`config.mk`:
```
export PLATFORM = sky130hd
export DESIGN_NAME = cteic_inline_cfg
export DESIGN_NICKNAME = d
export VERILOG_FILES = /design/src/hw/cteic_pkg.sv /design/src/hw/cteic_inline_cfg.sv
export SDC_FILE = /design/constraint.sdc
export NUM_CORES = 1
export LEC_CHECK = 0
export BUFFER_PORTS_ARGS = -buffer_cell sky130_fd_sc_hd__buf_2
export CORE_MARGIN = 4
export CORE_UTILIZATION = 35
export CTS_BUF_LIST = sky130_fd_sc_hd__clkbuf_4
export CTS_CLUSTER_SIZE = 40
export DETAILED_ROUTE_END_ITERATION = 7
export GPL_ROUTABILITY_DRIVEN = 0
export GPL_TIMING_DRIVEN = 0
export PLACE_DENSITY = 0.61
export SYNTH_ARGS = -nofsm -noshare
export SYNTH_HDL_FRONTEND = slang
export SYNTH_SLANG_ARGS = --single-unit
```
`constraint.sdc`:
```
create_clock -name core_clk -period 5.4 [get_ports core_clk]
set_input_delay 0 -clock core_clk [delete_from_list [all_inputs] [get_ports core_clk]]
set_output_delay 0 -clock core_clk [all_outputs]
set_load 0.005 [all_outputs]
```
`src/hw/cteic_pkg.sv`:
```
// Package: register map, field layout, reset values and carrier types of the in-line CTE sample configuration
package cteic_pkg;

    // ------------------------------------------------------------------
    // Register offsets (byte addresses)
    // ------------------------------------------------------------------
    localparam logic [7:0] CTEIC_CTRL_OFS    = 8'h00;
    localparam logic [7:0] CTEIC_SPACING_OFS = 8'h04;
    localparam logic [7:0] CTEIC_S0_OFS      = 8'h08;
    localparam logic [7:0] CTEIC_STATUS_OFS  = 8'h0C;

    // ------------------------------------------------------------------
    // Field positions
    // ------------------------------------------------------------------
    localparam int CTEIC_CTRL_EN_POS    = 0;  // inline_cte_config_enable
    localparam int CTEIC_CTRL_AOD_POS   = 1;  // 1 = departure angle, 0 = arrival angle
    localparam int CTEIC_CTRL_SWI_POS   = 4;  // antenna_switch_interval, 2 bits
    localparam int CTEIC_SPC_ONE_POS    = 0;  // inline_rx_spacing_one_us_mode, 3 bits
    localparam int CTEIC_SPC_TWO_POS    = 4;  // inline_rx_spacing_two_us_mode, 3 bits
    localparam int CTEIC_S0_PAT_POS     = 0;  // header_first_field_pattern
    localparam int CTEIC_S0_MASK_POS    = 8;  // header_first_field_mask
    localparam int CTEIC_ST_CODE_POS    = 0;  // applied spacing code, 3 bits
    localparam int CTEIC_ST_ACTIVE_POS  = 4;
    localparam int CTEIC_ST_MATCH_POS   = 5;
    localparam int CTEIC_ST_SEEN_POS    = 6;
    localparam int CTEIC_S0_W           = 8;

    // ------------------------------------------------------------------
    // Reset values
    // ------------------------------------------------------------------
    localparam logic       CTEIC_EN_RST   = 1'b0;
    localparam logic       CTEIC_AOD_RST  = 1'b0;
    localparam logic [1:0] CTEIC_SWI_RST  = 2'h2;
    localparam logic [2:0] CTEIC_ONE_RST  = 3'h1;
    localparam logic [2:0] CTEIC_TWO_RST  = 3'h1;
    localparam logic [7:0] CTEIC_PAT_RST  = 8'h00;
    localparam logic [7:0] CTEIC_MASK_RST = 8'h00;

    // ------------------------------------------------------------------
    // Encodings and timing
    // ------------------------------------------------------------------
    localparam logic [1:0] CTEIC_SWI_4US = 2'h1;
    localparam logic [1:0] CTEIC_SWI_2US = 2'h2;
    localparam logic [1:0] CTEIC_RESP_OKAY   = 2'h0;
    localparam logic [1:0] CTEIC_RESP_SLVERR = 2'h2;
    localparam int CTEIC_CLK_MHZ       = 40;
    localparam int CTEIC_EIGHTH_NS     = 125;  // spacing unit, 0.125 us
    localparam int CTEIC_EIGHTH_CYC    = (CTEIC_EIGHTH_NS * CTEIC_CLK_MHZ + 999) / 1000;
    localparam int CTEIC_TICK_W        = 8;

    // ------------------------------------------------------------------
    // Carriers
    // ------------------------------------------------------------------
    typedef struct packed {
        logic                  cte_two_us;   // parsed CTE type is two-microsecond departure
        logic                  in_switching; // antenna-switching period in progress
        logic                  s0_valid;     // one-cycle strobe with s0_bits
        logic [CTEIC_S0_W-1:0] s0_bits;      // bit 0 is first received
    } cteic_rx_type;

    typedef struct packed {
        logic       active;      // in-line spacing applied now
        logic [2:0] code;        // applied selector
        logic [5:0] eighths;     // spacing in 0.125 us units
        logic       sample_tick; // one-cycle strobe per sample
    } cteic_spacing_type;

endpackage : cteic_pkg
```
`src/hw/cteic_inline_cfg.sv`:
```
// Module: in-line CTE sample spacing selection and S0 header gating with an AXI4-Lite register slave
//
// Notes on behaviour
// Selector 1..6 means 4us down to 0.125us
// Spacing only during switching, in-line mode enabled
// Departure angle, two-us type uses two-us setting
// Arrival angle, 4us interval uses two-us setting
// Arrival angle, 2us interval uses one-us setting
// Software-writable S0 reference pattern
// Software-writable S0 compare mask
// Bit zero is first received S0 bit
// Match when all unmasked bits equal reference
//
// Implementation choices: the register addresses and the AXI4-Lite interface to the registers.
`timescale 1ns/1ps
`default_nettype none

module cteic_inline_cfg
    import cteic_pkg::*;
(
    // Clock and reset
    input  wire logic                    core_clk,
    input  wire logic                    srst,
    // AXI4-Lite write channels
    input  wire logic [7:0]              s_axi_awaddr,
    input  wire logic                    s_axi_awvalid,
    output var  logic                    s_axi_awready,
    input  wire logic [31:0]             s_axi_wdata,
    input  wire logic [3:0]              s_axi_wstrb,
    input  wire logic                    s_axi_wvalid,
    output var  logic                    s_axi_wready,
    output var  logic [1:0]              s_axi_bresp,
    output var  logic                    s_axi_bvalid,
    input  wire logic                    s_axi_bready,
    // AXI4-Lite read channels
    input  wire logic [7:0]              s_axi_araddr,
    input  wire logic                    s_axi_arvalid,
    output var  logic                    s_axi_arready,
    output var  logic [31:0]             s_axi_rdata,
    output var  logic [1:0]              s_axi_rresp,
    output var  logic                    s_axi_rvalid,
    input  wire logic                    s_axi_rready,
    // Receive path
    input  wire cteic_pkg::cteic_rx_type rx,
    // Sampling control
    output var  cteic_pkg::cteic_spacing_type spacing
);
    import cteic_pkg::*;

    // ------------------------------------------------------------------
    // Functions
    // ------------------------------------------------------------------
    // Selector to spacing in 0.125 us units, zero for unused codes
    function automatic logic [5:0] spc_eighths(input logic [2:0] code);
        logic [5:0] r;
        r = 6'h00;
        unique case (code)
            3'h1:    r = 6'h20;
            3'h2:    r = 6'h10;
            3'h3:    r = 6'h08;
            3'h4:    r = 6'h04;
            3'h5:    r = 6'h02;
            3'h6:    r = 6'h01;
            default: r = 6'h00;
        endcase
        return r;
    endfunction : spc_eighths

    // Byte-lane merge of a write into a stored word
    function automatic logic [31:0] merge(input logic [31:0] old, input logic [31:0] wd, input logic [3:0] st);
        logic [31:0] r;
        r = old;
        for (int i = 0; i < 4; i++) begin
            if (st[i]) begin
                r[i*8 +: 8] = wd[i*8 +: 8];
            end
        end
        return r;
    endfunction : merge

    // Address decode shared by the write and read paths
    function automatic logic mapped(input logic [7:0] a);
        return (a == CTEIC_CTRL_OFS) || (a == CTEIC_SPACING_OFS) || (a == CTEIC_S0_OFS) || (a == CTEIC_STATUS_OFS);
    endfunction : mapped

    // ------------------------------------------------------------------
    // State
    // ------------------------------------------------------------------
    logic [31:0]       ctrl_q,    ctrl_d;
    logic [31:0]       spc_q,     spc_d;
    logic [31:0]       s0reg_q,   s0reg_d;
    logic              aw_full_q, aw_full_d;
    logic              w_full_q,  w_full_d;
    logic [7:0]        awaddr_q,  awaddr_d;
    logic [31:0]       wdata_q,   wdata_d;
    logic [3:0]        wstrb_q,   wstrb_d;
    logic              awready_q, awready_d;
    logic              wready_q,  wready_d;
    logic              bvalid_q,  bvalid_d;
    logic [1:0]        bresp_q,   bresp_d;
    logic              arready_q, arready_d;
    logic              rvalid_q,  rvalid_d;
    logic [31:0]       rdata_q,   rdata_d;
    logic [1:0]        rresp_q,   rresp_d;
    logic              match_q,   match_d;
    logic              seen_q,    seen_d;
    logic [CTEIC_TICK_W-1:0] tick_cnt_q, tick_cnt_d;
    cteic_spacing_type spacing_q, spacing_d;
    logic              wr_fire;
    logic              en, aod;
    logic [1:0]        swi;
    logic [2:0]        one_us_sel, two_us_sel;
    logic [CTEIC_S0_W-1:0] pattern, mask;
    logic [31:0]       status_word;

    assign en         = ctrl_q[CTEIC_CTRL_EN_POS];
    assign aod        = ctrl_q[CTEIC_CTRL_AOD_POS];
    assign swi        = ctrl_q[CTEIC_CTRL_SWI_POS +: 2];
    assign one_us_sel = spc_q[CTEIC_SPC_ONE_POS +: 3];
    assign two_us_sel = spc_q[CTEIC_SPC_TWO_POS +: 3];
    assign pattern    = s0reg_q[CTEIC_S0_PAT_POS +: CTEIC_S0_W];
    assign mask       = s0reg_q[CTEIC_S0_MASK_POS +: CTEIC_S0_W];
    assign wr_fire    = aw_full_q && w_full_q && !bvalid_q;

    always_comb begin
        status_word = 32'h0000_0000;
        status_word[CTEIC_ST_CODE_POS +: 3] = spacing_q.code;
        status_word[CTEIC_ST_ACTIVE_POS]    = spacing_q.active;
        status_word[CTEIC_ST_MATCH_POS]     = match_q;
        status_word[CTEIC_ST_SEEN_POS]      = seen_q;
    end

    // ------------------------------------------------------------------
    // Bus slave and register file
    // ------------------------------------------------------------------
    // Address and data are latched in either order; one write answered when both are held
    always_comb begin
        aw_full_d = aw_full_q;
        w_full_d  = w_full_q;
        awaddr_d  = awaddr_q;
        wdata_d   = wdata_q;
        wstrb_d   = wstrb_q;
        bvalid_d  = bvalid_q;
        bresp_d   = bresp_q;
        ctrl_d    = ctrl_q;
        spc_d     = spc_q;
        s0reg_d   = s0reg_q;
        arready_d = arready_q;
        rvalid_d  = rvalid_q;
        rdata_d   = rdata_q;
        rresp_d   = rresp_q;
        if (s_axi_awvalid && awready_q) begin
            aw_full_d = 1'b1;
            awaddr_d  = s_axi_awaddr;
        end
        if (s_axi_wvalid && wready_q) begin
            w_full_d = 1'b1;
            wdata_d  = s_axi_wdata;
            wstrb_d  = s_axi_wstrb;
        end
        if (wr_fire) begin
            aw_full_d = 1'b0;
            w_full_d  = 1'b0;
            bvalid_d  = 1'b1;
            bresp_d   = mapped(awaddr_q) ? CTEIC_RESP_OKAY : CTEIC_RESP_SLVERR;
            unique case (awaddr_q)
                CTEIC_CTRL_OFS:    ctrl_d  = merge(ctrl_q, wdata_q, wstrb_q);
                CTEIC_SPACING_OFS: spc_d   = merge(spc_q, wdata_q, wstrb_q);
                CTEIC_S0_OFS:      s0reg_d = merge(s0reg_q, wdata_q, wstrb_q);
                default:           ;
            endcase
        end
        if (bvalid_q && s_axi_bready) begin
            bvalid_d = 1'b0;
        end
        // Reads answer one cycle after the address is taken
        arready_d = 1'b0;
        if (s_axi_arvalid && arready_q) begin
            rvalid_d = 1'b1;
            rresp_d  = mapped(s_axi_araddr) ? CTEIC_RESP_OKAY : CTEIC_RESP_SLVERR;
            unique case (s_axi_araddr)
                CTEIC_CTRL_OFS:    rdata_d = ctrl_q;
                CTEIC_SPACING_OFS: rdata_d = spc_q;
                CTEIC_S0_OFS:      rdata_d = s0reg_q;
                CTEIC_STATUS_OFS:  rdata_d = status_word;
                default:           rdata_d = 32'h0000_0000;
            endcase
        end else if (rvalid_q && s_axi_rready) begin
            rvalid_d = 1'b0;
        end else if (!rvalid_q && !arready_q) begin
            arready_d = 1'b1;
        end
        awready_d = !aw_full_d && !bvalid_d;
        wready_d  = !w_full_d && !bvalid_d;
        // Unused bits of the stored words stay zero
        ctrl_d  = ctrl_d & 32'h0000_0033;
        spc_d   = spc_d & 32'h0000_0077;
        s0reg_d = s0reg_d & 32'h0000_FFFF;
    end

    // ------------------------------------------------------------------
    // Spacing selection, S0 match and sample timing
    // ------------------------------------------------------------------
    always_comb begin
        match_d = match_q;
        seen_d  = seen_q;
        if (rx.s0_valid) begin
            // Bit 0 of pattern, mask and received field is the earliest bit
            match_d = ((rx.s0_bits ^ pattern) & mask) == '0;
            seen_d  = 1'b1;
        end
        spacing_d        = '0;
        spacing_d.active = en && rx.in_switching && match_q;
        if (aod) begin
            spacing_d.code = rx.cte_two_us ? two_us_sel : one_us_sel;
        end else if (swi == CTEIC_SWI_4US) begin
            spacing_d.code = two_us_sel;
        end else if (swi == CTEIC_SWI_2US) begin
            spacing_d.code = one_us_sel;
        end else begin
            spacing_d.active = 1'b0;
        end
        spacing_d.eighths = spc_eighths(spacing_d.code);
        if (spacing_d.eighths == 6'h00) begin
            spacing_d.active = 1'b0;
        end
        // Tick on entry and every spacing interval while active
        tick_cnt_d = '0;
        if (spacing_d.active) begin
            if (!spacing_q.active || tick_cnt_q <= 8'h01) begin
                spacing_d.sample_tick = 1'b1;
                tick_cnt_d = 8'(spacing_d.eighths * CTEIC_EIGHTH_CYC);
            end else begin
                tick_cnt_d = tick_cnt_q - 8'h01;
            end
        end
    end

    // ------------------------------------------------------------------
    // Registers
    // ------------------------------------------------------------------
    always_ff @(posedge core_clk) begin
        if (srst) begin
            ctrl_q     <= {26'h0, CTEIC_SWI_RST, 2'h0, CTEIC_AOD_RST, CTEIC_EN_RST};
            spc_q      <= {25'h0, CTEIC_TWO_RST, 1'b0, CTEIC_ONE_RST};
            s0reg_q    <= {16'h0, CTEIC_MASK_RST, CTEIC_PAT_RST};
            aw_full_q  <= 1'b0;
            w_full_q   <= 1'b0;
            awaddr_q   <= 8'h00;
            wdata_q    <= 32'h0000_0000;
            wstrb_q    <= 4'h0;
            awready_q  <= 1'b0;
            wready_q   <= 1'b0;
            bvalid_q   <= 1'b0;
            bresp_q    <= 2'h0;
            arready_q  <= 1'b0;
            rvalid_q   <= 1'b0;
            rdata_q    <= 32'h0000_0000;
            rresp_q    <= 2'h0;
            match_q    <= 1'b0;
            seen_q     <= 1'b0;
            tick_cnt_q <= '0;
            spacing_q  <= '0;
        end else begin
            ctrl_q     <= ctrl_d;
            spc_q      <= spc_d;
            s0reg_q    <= s0reg_d;
            aw_full_q  <= aw_full_d;
            w_full_q   <= w_full_d;
            awaddr_q   <= awaddr_d;
            wdata_q    <= wdata_d;
            wstrb_q    <= wstrb_d;
            awready_q  <= awready_d;
            wready_q   <= wready_d;
            bvalid_q   <= bvalid_d;
            bresp_q    <= bresp_d;
            arready_q  <= arready_d;
            rvalid_q   <= rvalid_d;
            rdata_q    <= rdata_d;
            rresp_q    <= rresp_d;
            match_q    <= match_d;
            seen_q     <= seen_d;
            tick_cnt_q <= tick_cnt_d;
            spacing_q  <= spacing_d;
        end
    end

    assign s_axi_awready = awready_q;
    assign s_axi_wready  = wready_q;
    assign s_axi_bvalid  = bvalid_q;
    assign s_axi_bresp   = bresp_q;
    assign s_axi_arready = arready_q;
    assign s_axi_rvalid  = rvalid_q;
    assign s_axi_rdata   = rdata_q;
    assign s_axi_rresp   = rresp_q;
    assign spacing       = spacing_q;
endmodule : cteic_inline_cfg

`default_nettype wire

```
After elaboration in Yosys (flattened, before gate mapping)
Cells that the tools add are included.
{ "word_totals": {"reg_bits": 204, "wordCells": 107} }
{ "classes": {"addsub": 1, "multipliers": 1, "order_cmp": 1, "eq_ne": 14, "n_mux": 23, "n_bitwise": 3, "n_reduce_logical": 37} }
{ "op_table": {"columns": ["op", "count"], "rows": [
  ["32-bit case mux with 4 select lines", 1],
  ["6-bit case mux with 6 select lines", 1],
  ["8-bit by 4-bit == test with 1-bit output, second input constant", 4],
  ["8-bit zero test", 3],
  ["8-bit by 3-bit == test with 1-bit output, second input constant", 2],
  ["1-bit two-way mux", 14],
  ["1-bit logical AND", 12],
  ["3-bit two-way mux", 4],
  ["3-bit AND reduction", 4],
  ["3-bit == test, second input constant", 3],
  ["8-bit AND", 1],
  ["8-bit by 1-bit <= comparator with 1-bit output, second input constant", 1],
  ["6-bit by 3-bit multiplier with 8-bit output, second input constant", 1],
  ["8-bit two-way mux", 1],
  ["8-bit by 1-bit subtractor with 8-bit output, second input constant", 1],
  ["8-bit bitwise XOR", 1],
  ["1-bit zero test", 7],
  ["1-bit logical OR", 7],
  ["3-bit by 2-bit == test with 1-bit output, second input constant", 2],
  ["6-bit zero test", 1],
  ["2-bit two-way mux", 2],
  ["3-bit by 1-bit == test with 1-bit output, second input constant", 1],
  ["3-bit OR reduction", 1],
  ["2-bit by 1-bit == test with 1-bit output, second input constant", 1],
  ["other kinds (4)", 4]
]} }

Depth between registers and ports, before layout
Gate-level depths: netlist of run 1.
{ "logic_depth": {"word_depth": 10, "ltp_mapped": 14, "ltp_nobuf": 13} }

Least setup slack after synthesis of run 1
No wires, ideal clock.
{ "synth_path": {"path_type": "register -> register", "start": "reg ctrl_q[4]", "end": "reg tick_cnt_q[7]", "setup_ns": 0.079, "arrival_ns": 2.612, "required_time_ns": 5.321, "path_slack_ns": 2.709, "stages_incl_launch_ff": 14, "n_path_buf": 0, "cell_sequence": "dfxtp_1 > and4bb_2 > a211oi_4 > nand2_1 > nor2_1 > ha_1 > ha_1 > inv_1 > fa_1 > inv_1 > a21o_1 > a21oi_1 > xnor2_1 > a211oi_2"} }
{ "synth_lines": {"columns": ["element", "line", "rtl"], "rows": [
  ["from (decl)", "cteic_inline_cfg.sv:89", "logic [31:0] ctrl_q, ctrl_d;"],
  ["from (signal assigned)", "cteic_inline_cfg.sv:244", "ctrl_q <= {26'h0, CTEIC_SWI_RST, 2'h0, CTEIC_AOD_RST, CTEIC_EN_RST};"],
  ["from (signal assigned)", "cteic_inline_cfg.sv:265", "ctrl_q <= ctrl_d;"],
  ["to (signal assigned)", "cteic_inline_cfg.sv:283", "tick_cnt_q <= tick_cnt_d;"],
  ["to (decl)", "cteic_inline_cfg.sv:107", "logic [CTEIC_TICK_W-1:0] tick_cnt_q, tick_cnt_d;"]
]} }

==> results of run 1 <==
-- worst reg2reg max path, stage by stage (launching register included) --
cell and delay (ns):
dfxtp_1 0.51, and4bb_2 0.31, a211oi_4 0.41, nand2_1 0.18, nor2_1 0.18, ha_1 0.26, ha_1 0.21, inv_1 0.07
fa_1 0.20, inv_1 0.05, a21o_1 0.15, a21oi_1 0.17, xnor2_1 0.11, a211oi_2 0.21
-- repair_timing --
| action | CTS | global route |
|---|---|---|
| endpoints found under the hold margin | 37 | 0 |
| resized for setup | 0 | 0 |
| hold buffers | 39 | 0 |
-- flip-flops by register name (all words and copies together), names as in the netlist, 2 cells and up --
name,flops
s0reg_q,16
s_axi_rdata,16
wdata_q,16
spacing,11
awaddr_q,8
tick_cnt_q,8
spc_q,6
ctrl_q,4
wstrb_q,2
-- cell families after synthesis --
group	Yosys count	share of synthesized area, %
buffers and inverters	54	6.82
DFF	98	45.3
other	1	0.0866
and+or+nand+nor	178	19.3
AOI/OAI and AO/OA	76	13.0
xor gates and xnor gates	18	3.64
adders and majority gates	10	3.06
muxes	32	8.79
-- area by class of cell --
type                       count  area (µm²)
tap                          168         210
fill                        1171        6510
multi-input combinational    333        2140
clock buffer                  11        82.6
timing repair buffer         122         806
inverter                      13        48.8
sequential                    98        1960
clock inverter                 5        53.8
buffer                        41         246
-- path summary, 6_finish.rpt --
path,from,end,slack (ns),cells past startpoint
worst min-delay path,s_axi_wvalid,wdata_q[3],0.04,4
worst max-delay path,ctrl_q[4],tick_cnt_q[7],2.32,13
worst min register to register,aw_full_q,s_axi_awready,0.46,1
worst max register to register,ctrl_q[4],tick_cnt_q[7],2.32,13
-- placed cells by master (no fill, tap or decap), types with 3 or more instances in the layout --
| cell | count |
|---|---|
| a211o_1 | 5 |
| a211oi_2 | 4 |
| a21oi_1 | 34 |
| a22o_1 | 3 |
| a22oi_1 | 19 |
| and4bb_1 | 3 |
| and4bb_2 | 3 |
| buf_2 | 85 |
| buf_4 | 18 |
| buf_6 | 3 |
| clkbuf_1 | 17 |
| clkbuf_4 | 11 |
| conb_1 | 19 |
| dfxtp_1 | 98 |
| dlygate4sd3_1 | 39 |
| ha_1 | 9 |
| inv_1 | 13 |
| mux2_2 | 5 |
| mux2i_1 | 23 |
| mux4_2 | 3 |
| nand2_1 | 60 |
| nand2b_1 | 3 |
| nand4b_1 | 3 |
| nor2_1 | 73 |
| nor2b_1 | 3 |
| nor3_1 | 13 |
| nor4_1 | 5 |
| xnor2_1 | 6 |
| xor2_1 | 12 |
-- where the power goes --
group,internal (mW),leakage [nW],switching [mW]
Clock,0.151,0.0726,0.243
Sequential,0.739,0.795,0.0116
Combinational,0.0622,1.69,0.0569
Total,0.952,2.56,0.312
-- per-layer routing --
layer	GRT usage, %	wire (µm)	vias up
met2	27.7	5490	85
li1	-	-	1872
met5	0	0	-
met1	18.9	4920	1730
met4	6.15	173	0
met3	3.09	415	16
-- through the flow --
stage	std cells	power [mW]	hold slack, ns	setup slack, ns
floorplan	485	0.822	0.116	2.71
global placement	736	0.862	0.241	2.40
detailed placement	736	0.865	0.246	2.34
CTS	791	1.28	0.00273	2.29
global route	791	1.32	0.0612	2.08
finish	791	1.26	0.0423	2.32
==> results.yml, run 1 <==
finish:
  final_core_util_pct: 46.0
  final_layout_size_suffix_gt1_share_pct: 22.8
  nNetsFinal: 698
  fin_area_um2: 5550
  synthToLayoutAreaGrowth_pct: 28.2
  diodes: 0
cts:
  cts-root-buf: "clkbuf_4"
  clk_path_buf_depth: 2
  path_clk_slew_ns: 0.15
  htree_levels: 3
  cts_buffers: 9
  insertion_delay_ns: 0.45
  cts_setup_buffers: 0
  cts_tree: "done"
  cts_num_sinks: 98
synthesis:
  syn_avg_cell_area_um2: 9.27
  synth_area_um2: 4330
  synth_commonest_cells: "dfxtp_1, nor2_1, nand2_1, a21oi_1, mux2i_1"
  yosys-top-cells-area: "dfxtp_1, nor2_1, mux2i_1, nand2_1, a21oi_1"
  synth_cells: 467
  yosys.area.top_type: "dfxtp_1"
  ys_warn_count: 0
  yosysSeqAreaShare_pct: 45.3
  synth_cell_type_count: 49
  async_flop_share_pct: 0
  synth_top_area_share_pct: 45.3
  synth-seq-cells: 98
  ys.flop_type: "dfxtp_1"
  synth_edf_count: 0
  yosysMostFrequentCell: "dfxtp_1"
grt:
  grt.total_usage_pct: 15.8
  antenna_found_initial: 0
  grt_first_pass_wirelength_mm: 18.2
  grt-ovfl-total: 0
  grt_pass1_vias: 3775
  grt_max_degree: 16
sta:
  final_max_slew_viol_count: 0
  worstMarginPinSlew_ns: 1.00
  slew_headroom_pct: 32.8
  rsz0062_at_grt: "false"
  min_period_over_period_pct: 57.1
  setup_viol: 0
  tns_ns: 0
  fmax_ghz: 0.324
  clock_skew_ns: 0.0150
  period_needed_ns: 3.08
  final-hold-violation-count: 0
route:
  drt_wl_total_mm: 11.0
  via_per_inst: 4.68
  drt_first_pass_iters: 4
  drc: 0
  wire_per_inst_um: 13.9
  num_vias: 3703
  antenna_left: 0
  drt_iter0_drc: 135
placed_design:
  place_area_um2: 5020
  dp_hpwl_mm: 8.24
  portBuffers: 83
die:
  die_y_um: 119
  start_util_pct: 35.9
  core_area_um2: 12100
  dieArea_um2: 14200
  die_x_um: 119
  ioPinCount: 122
  rows: 40
setup_path:
  path_cells: "and4bb_2, a211oi_4, nand2_1, nor2_1, ha_1, ha_1, inv_1, fa_1, inv_1, a21o_1, a21oi_1, xnor2_1, a211oi_2"
  path_buf_inv: 2
  critPathSlowestCell: "dfxtp_1"
  worstPathRequired_ns: 5.79
  end_kind: "flip-flop"
  worstSetupPathType: "flip-flop to flip-flop"
  cp-start-kind: "flip-flop"
  max_stage_delay_ns: 0.51
  worstPathArrival_ns: 3.47
  path_delay_family: "compound AO/OA/AOI/OAI gates"
  crit_fanout: 9
power_and_ir_drop:
  power.density_nw_per_um2: 228
  p_leak_nw: 2.56
  vdd_drop_max_uv: 119
outcome:
  outcome: "finished clean"
hold_path:
  holdCritPathClass: "input port to flip-flop"
flow_run:
  max_cap_violations: 0
(Power assumes the default switching activity.)
==> inputs of run 2 (changes only) <==
--- a/config.mk
+++ b/config.mk
@@ -5,6 +5,7 @@
 export SDC_FILE = /design/constraint.sdc
 export NUM_CORES = 1
 export LEC_CHECK = 0
+export ABC_AREA = 1
 export BUFFER_PORTS_ARGS = -buffer_cell sky130_fd_sc_hd__buf_2
 export CORE_MARGIN = 4
 export CORE_UTILIZATION = 35
==> constraint.sdc (replaced) <==
create_clock -name core_clk -period 3.08 [get_ports core_clk]
set_input_delay 0 -clock core_clk [delete_from_list [all_inputs] [get_ports core_clk]]
set_output_delay 0 -clock core_clk [all_outputs]
set_load 0.005 [all_outputs]
==> run 2 against run 1 <==
  * Non-clock buffer count is 7 higher
  * Flip-flop and latch count did not move
  * Cell count rose by 18%
  * Largest power group unchanged
  * Die area grew 2.4%
  * Sequential power is 77% higher
==> results.yml, run 2 <==
power_and_ir_drop:
  p_int_mw: 1.60
  p_switching_uw: 602
  vdd_drop_max_uv: 222
  total_power_mw: 2.20
  power.density_nw_per_um2: 383
  clock_power_share_pct: 28.5
  p_leak_nw: 2.57
  swShare_pct: 27.4
  seq_power_share_pct: 60.3
  pwr-share-comb_pct: 11.1
sta:
  clock_skew_ns: 0.0224
  tns_ns: 0
  rsz0062_at_grt: "false"
  min_period_over_period_pct: 91.6
  fmax_ghz: 0.355
  slew_headroom_pct: 54.6
  final-hold-violation-count: 0
  period_needed_ns: 2.82
  setup_viol: 0
  hold_ws_ns: 0.0669
  final_max_slew_viol_count: 0
  worstMarginPinSlew_ns: 0.681
route:
  drt_wl_total_mm: 11.3
  drc: 0
  antenna_left: 0
  via_per_inst: 4.54
  wire_per_inst_um: 12.1
  num_vias: 4239
  drt_first_pass_iters: 4
  drt_iter0_drc: 199
grt:
  grt-ovfl-total: 0
  grt_max_degree: 18
  grt.total_usage_pct: 16.1
  antenna_found_initial: 0
  grt_pass1_vias: 4195
  grt_first_pass_wirelength_mm: 19.1
setup_path:
  end_kind: "flip-flop"
  worstPathRequired_ns: 3.51
  cp-startpoint: "s_axi_araddr[6]"
  crit_fanout: 10
  critPathSlowestCell: "dlygate4sd3_1"
  path_delay_family: "buffers and inverters"
  reg2reg_from: "ctrl_q[4]"
  max_stage_delay_ns: 0.58
  cp-start-kind: "input port"
  worstPathArrival_ns: 3.25
  path_buf_inv: 7
  crit_top_cell: "dlygate4sd3_1"
  worstSetupPathType: "input port to flip-flop"
  path_cells: "dlygate4sd3_1, buf_2, nor2_1, dlygate4sd3_1, nand3_1, inv_1, buf_2, nand3_1, o211ai_1, dlygate4sd3_1, nand2_1, a21oi_1, dlygate4sd3_1"
finish:
  synthToLayoutAreaGrowth_pct: 29.3
  num-fill-cells: 1266
  final_cell_mix: "nand2_1, dfxtp_1, buf_2"
  diodes: 0
  final_layout_size_suffix_gt1_share_pct: 21.4
  nNetsFinal: 840
  final_core_util_pct: 47.0
  mostFrequentLayoutCell: "nand2_1"
placed_design:
  dp_hpwl_mm: 8.57
  portBuffers: 85
cts:
  insertion_delay_ns: 0.47
  cts_tree: "done"
  cts_buffers: 9
  cts_setup_buffers: 0
  clk_path_buf_depth: 2
  cts-resized-gates: 0
  postCtsHoldBufs: 48
  cts_num_sinks: 98
  htree_levels: 3
  path_clk_slew_ns: 0.16
  cts-root-buf: "clkbuf_4"
synthesis:
  synth_cell_type_count: 38
  ys_warn_count: 0
  synth_edf_count: 0
  synth_top_area_share_pct: 44.2
  yosys.area.top_type: "dfxtp_1"
  syn_avg_cell_area_um2: 7.43
  yosysSeqAreaShare_pct: 44.2
  yosysMostFrequentCell: "nand2_1"
  synth_commonest_cells: "nand2_1, dfxtp_1, nor2_1, o21ai_0, a21oi_1"
  ys.flop_type: "dfxtp_1"
  synth-seq-cells: 98
  synth_cells: 598
  synth_area_um2: 4440
  async_flop_share_pct: 0
  yosys-top-cells-area: "dfxtp_1, nand2_1, nor2_1, o21ai_0, a21oi_1"
die:
  die_x_um: 121
  core_area_um2: 12200
  die_y_um: 121
  rows: 40
  dieArea_um2: 14600
  start_util_pct: 36.4
  ioPinCount: 122
hold_path:
  holdCritPathClass: "input port to flip-flop"
  hold_start: "rx[10]"
flow_run:
  max_cap_violations: 0
outcome:
  outcome: "finished clean"
run 2: per-stage QoR:
stage	cells	setup WS, ns	cell area (µm²)
detailed placement	869	0.451	5140
global route	933	0.0974	5740
global placement	869	0.489	5140
CTS	933	0.388	5740
floorplan	616	0.695	4510
finish	933	0.260	5740
run 2: area by class of cell:
cell class,instances,area [µm²],share of cell area [%]
Multi-Input combinational cell,425,2120,36.9
Sequential cell,98,1960,34.2
Timing Repair Buffer,133,906,15.8
Buffer,37,218,3.79
Inverter,56,211,3.68
Tap cell,168,210,3.66
Clock buffer,9,67.6,1.18
Clock inverter,7,50.0,0.872
run 2: metal layers:
metal	GRT usage (%)	routed length, µm	vias to the layer above
met3	3.13	598	20
met5	0	0	-
met2	26.3	5090	108
li1	-	-	2238
met1	20.4	5360	1873
met4	7.72	263	0
run 2: kinds of logic (layout without fill, tap and decap cells):
group | count (synthesis) | in the layout | synth area share [%]
buffers and inverters | 93 | 242 | 9.66
flip-flops | 98 | 98 | 44.2
adder cells (fa/ha/maj) | 10 | 10 | 2.99
other | 1 | 19 | 0.0844
AO/OA/AOI/OAI | 122 | 122 | 15.4
XOR/XNOR | 3 | 3 | 0.592
AND/OR/NAND/NOR | 271 | 271 | 27.1
run 2: power by group through the flow:
stage	combinational, mW	sequential (mW)	clock, mW
after detailed placement	0.197	1.35	0
after floorplan	0.124	1.35	0
after global placement	0.194	1.35	0
final	0.245	1.33	0.627
after global routing	0.278	1.33	0.699
after CTS	0.243	1.33	0.659
run 2: path summary, 6_finish.rpt:
check                   end  slack [ns]  depth (start not counted)
max          s_axi_rdata[2]        0.26                         13
min              spacing[8]        0.07                          5
max reg2reg   tick_cnt_q[7]        0.44                         16
min reg2reg   s_axi_arready        0.46                          1
run 2: worst reg2reg max path: stages (launching register included):
cell      delay [ns]
dfxtp_1         0.44
inv_2           0.10
nand3_1         0.07
nand2_1         0.08
a21oi_4         0.19
inv_2           0.09
nand2_1         0.09
nor2_1          0.07
ha_1            0.28
ha_1            0.14
inv_1           0.06
fa_1            0.39
nand3b_1        0.17
nand3_1         0.10
nand4_1         0.10
nand3_1         0.12
a21oi_2         0.05
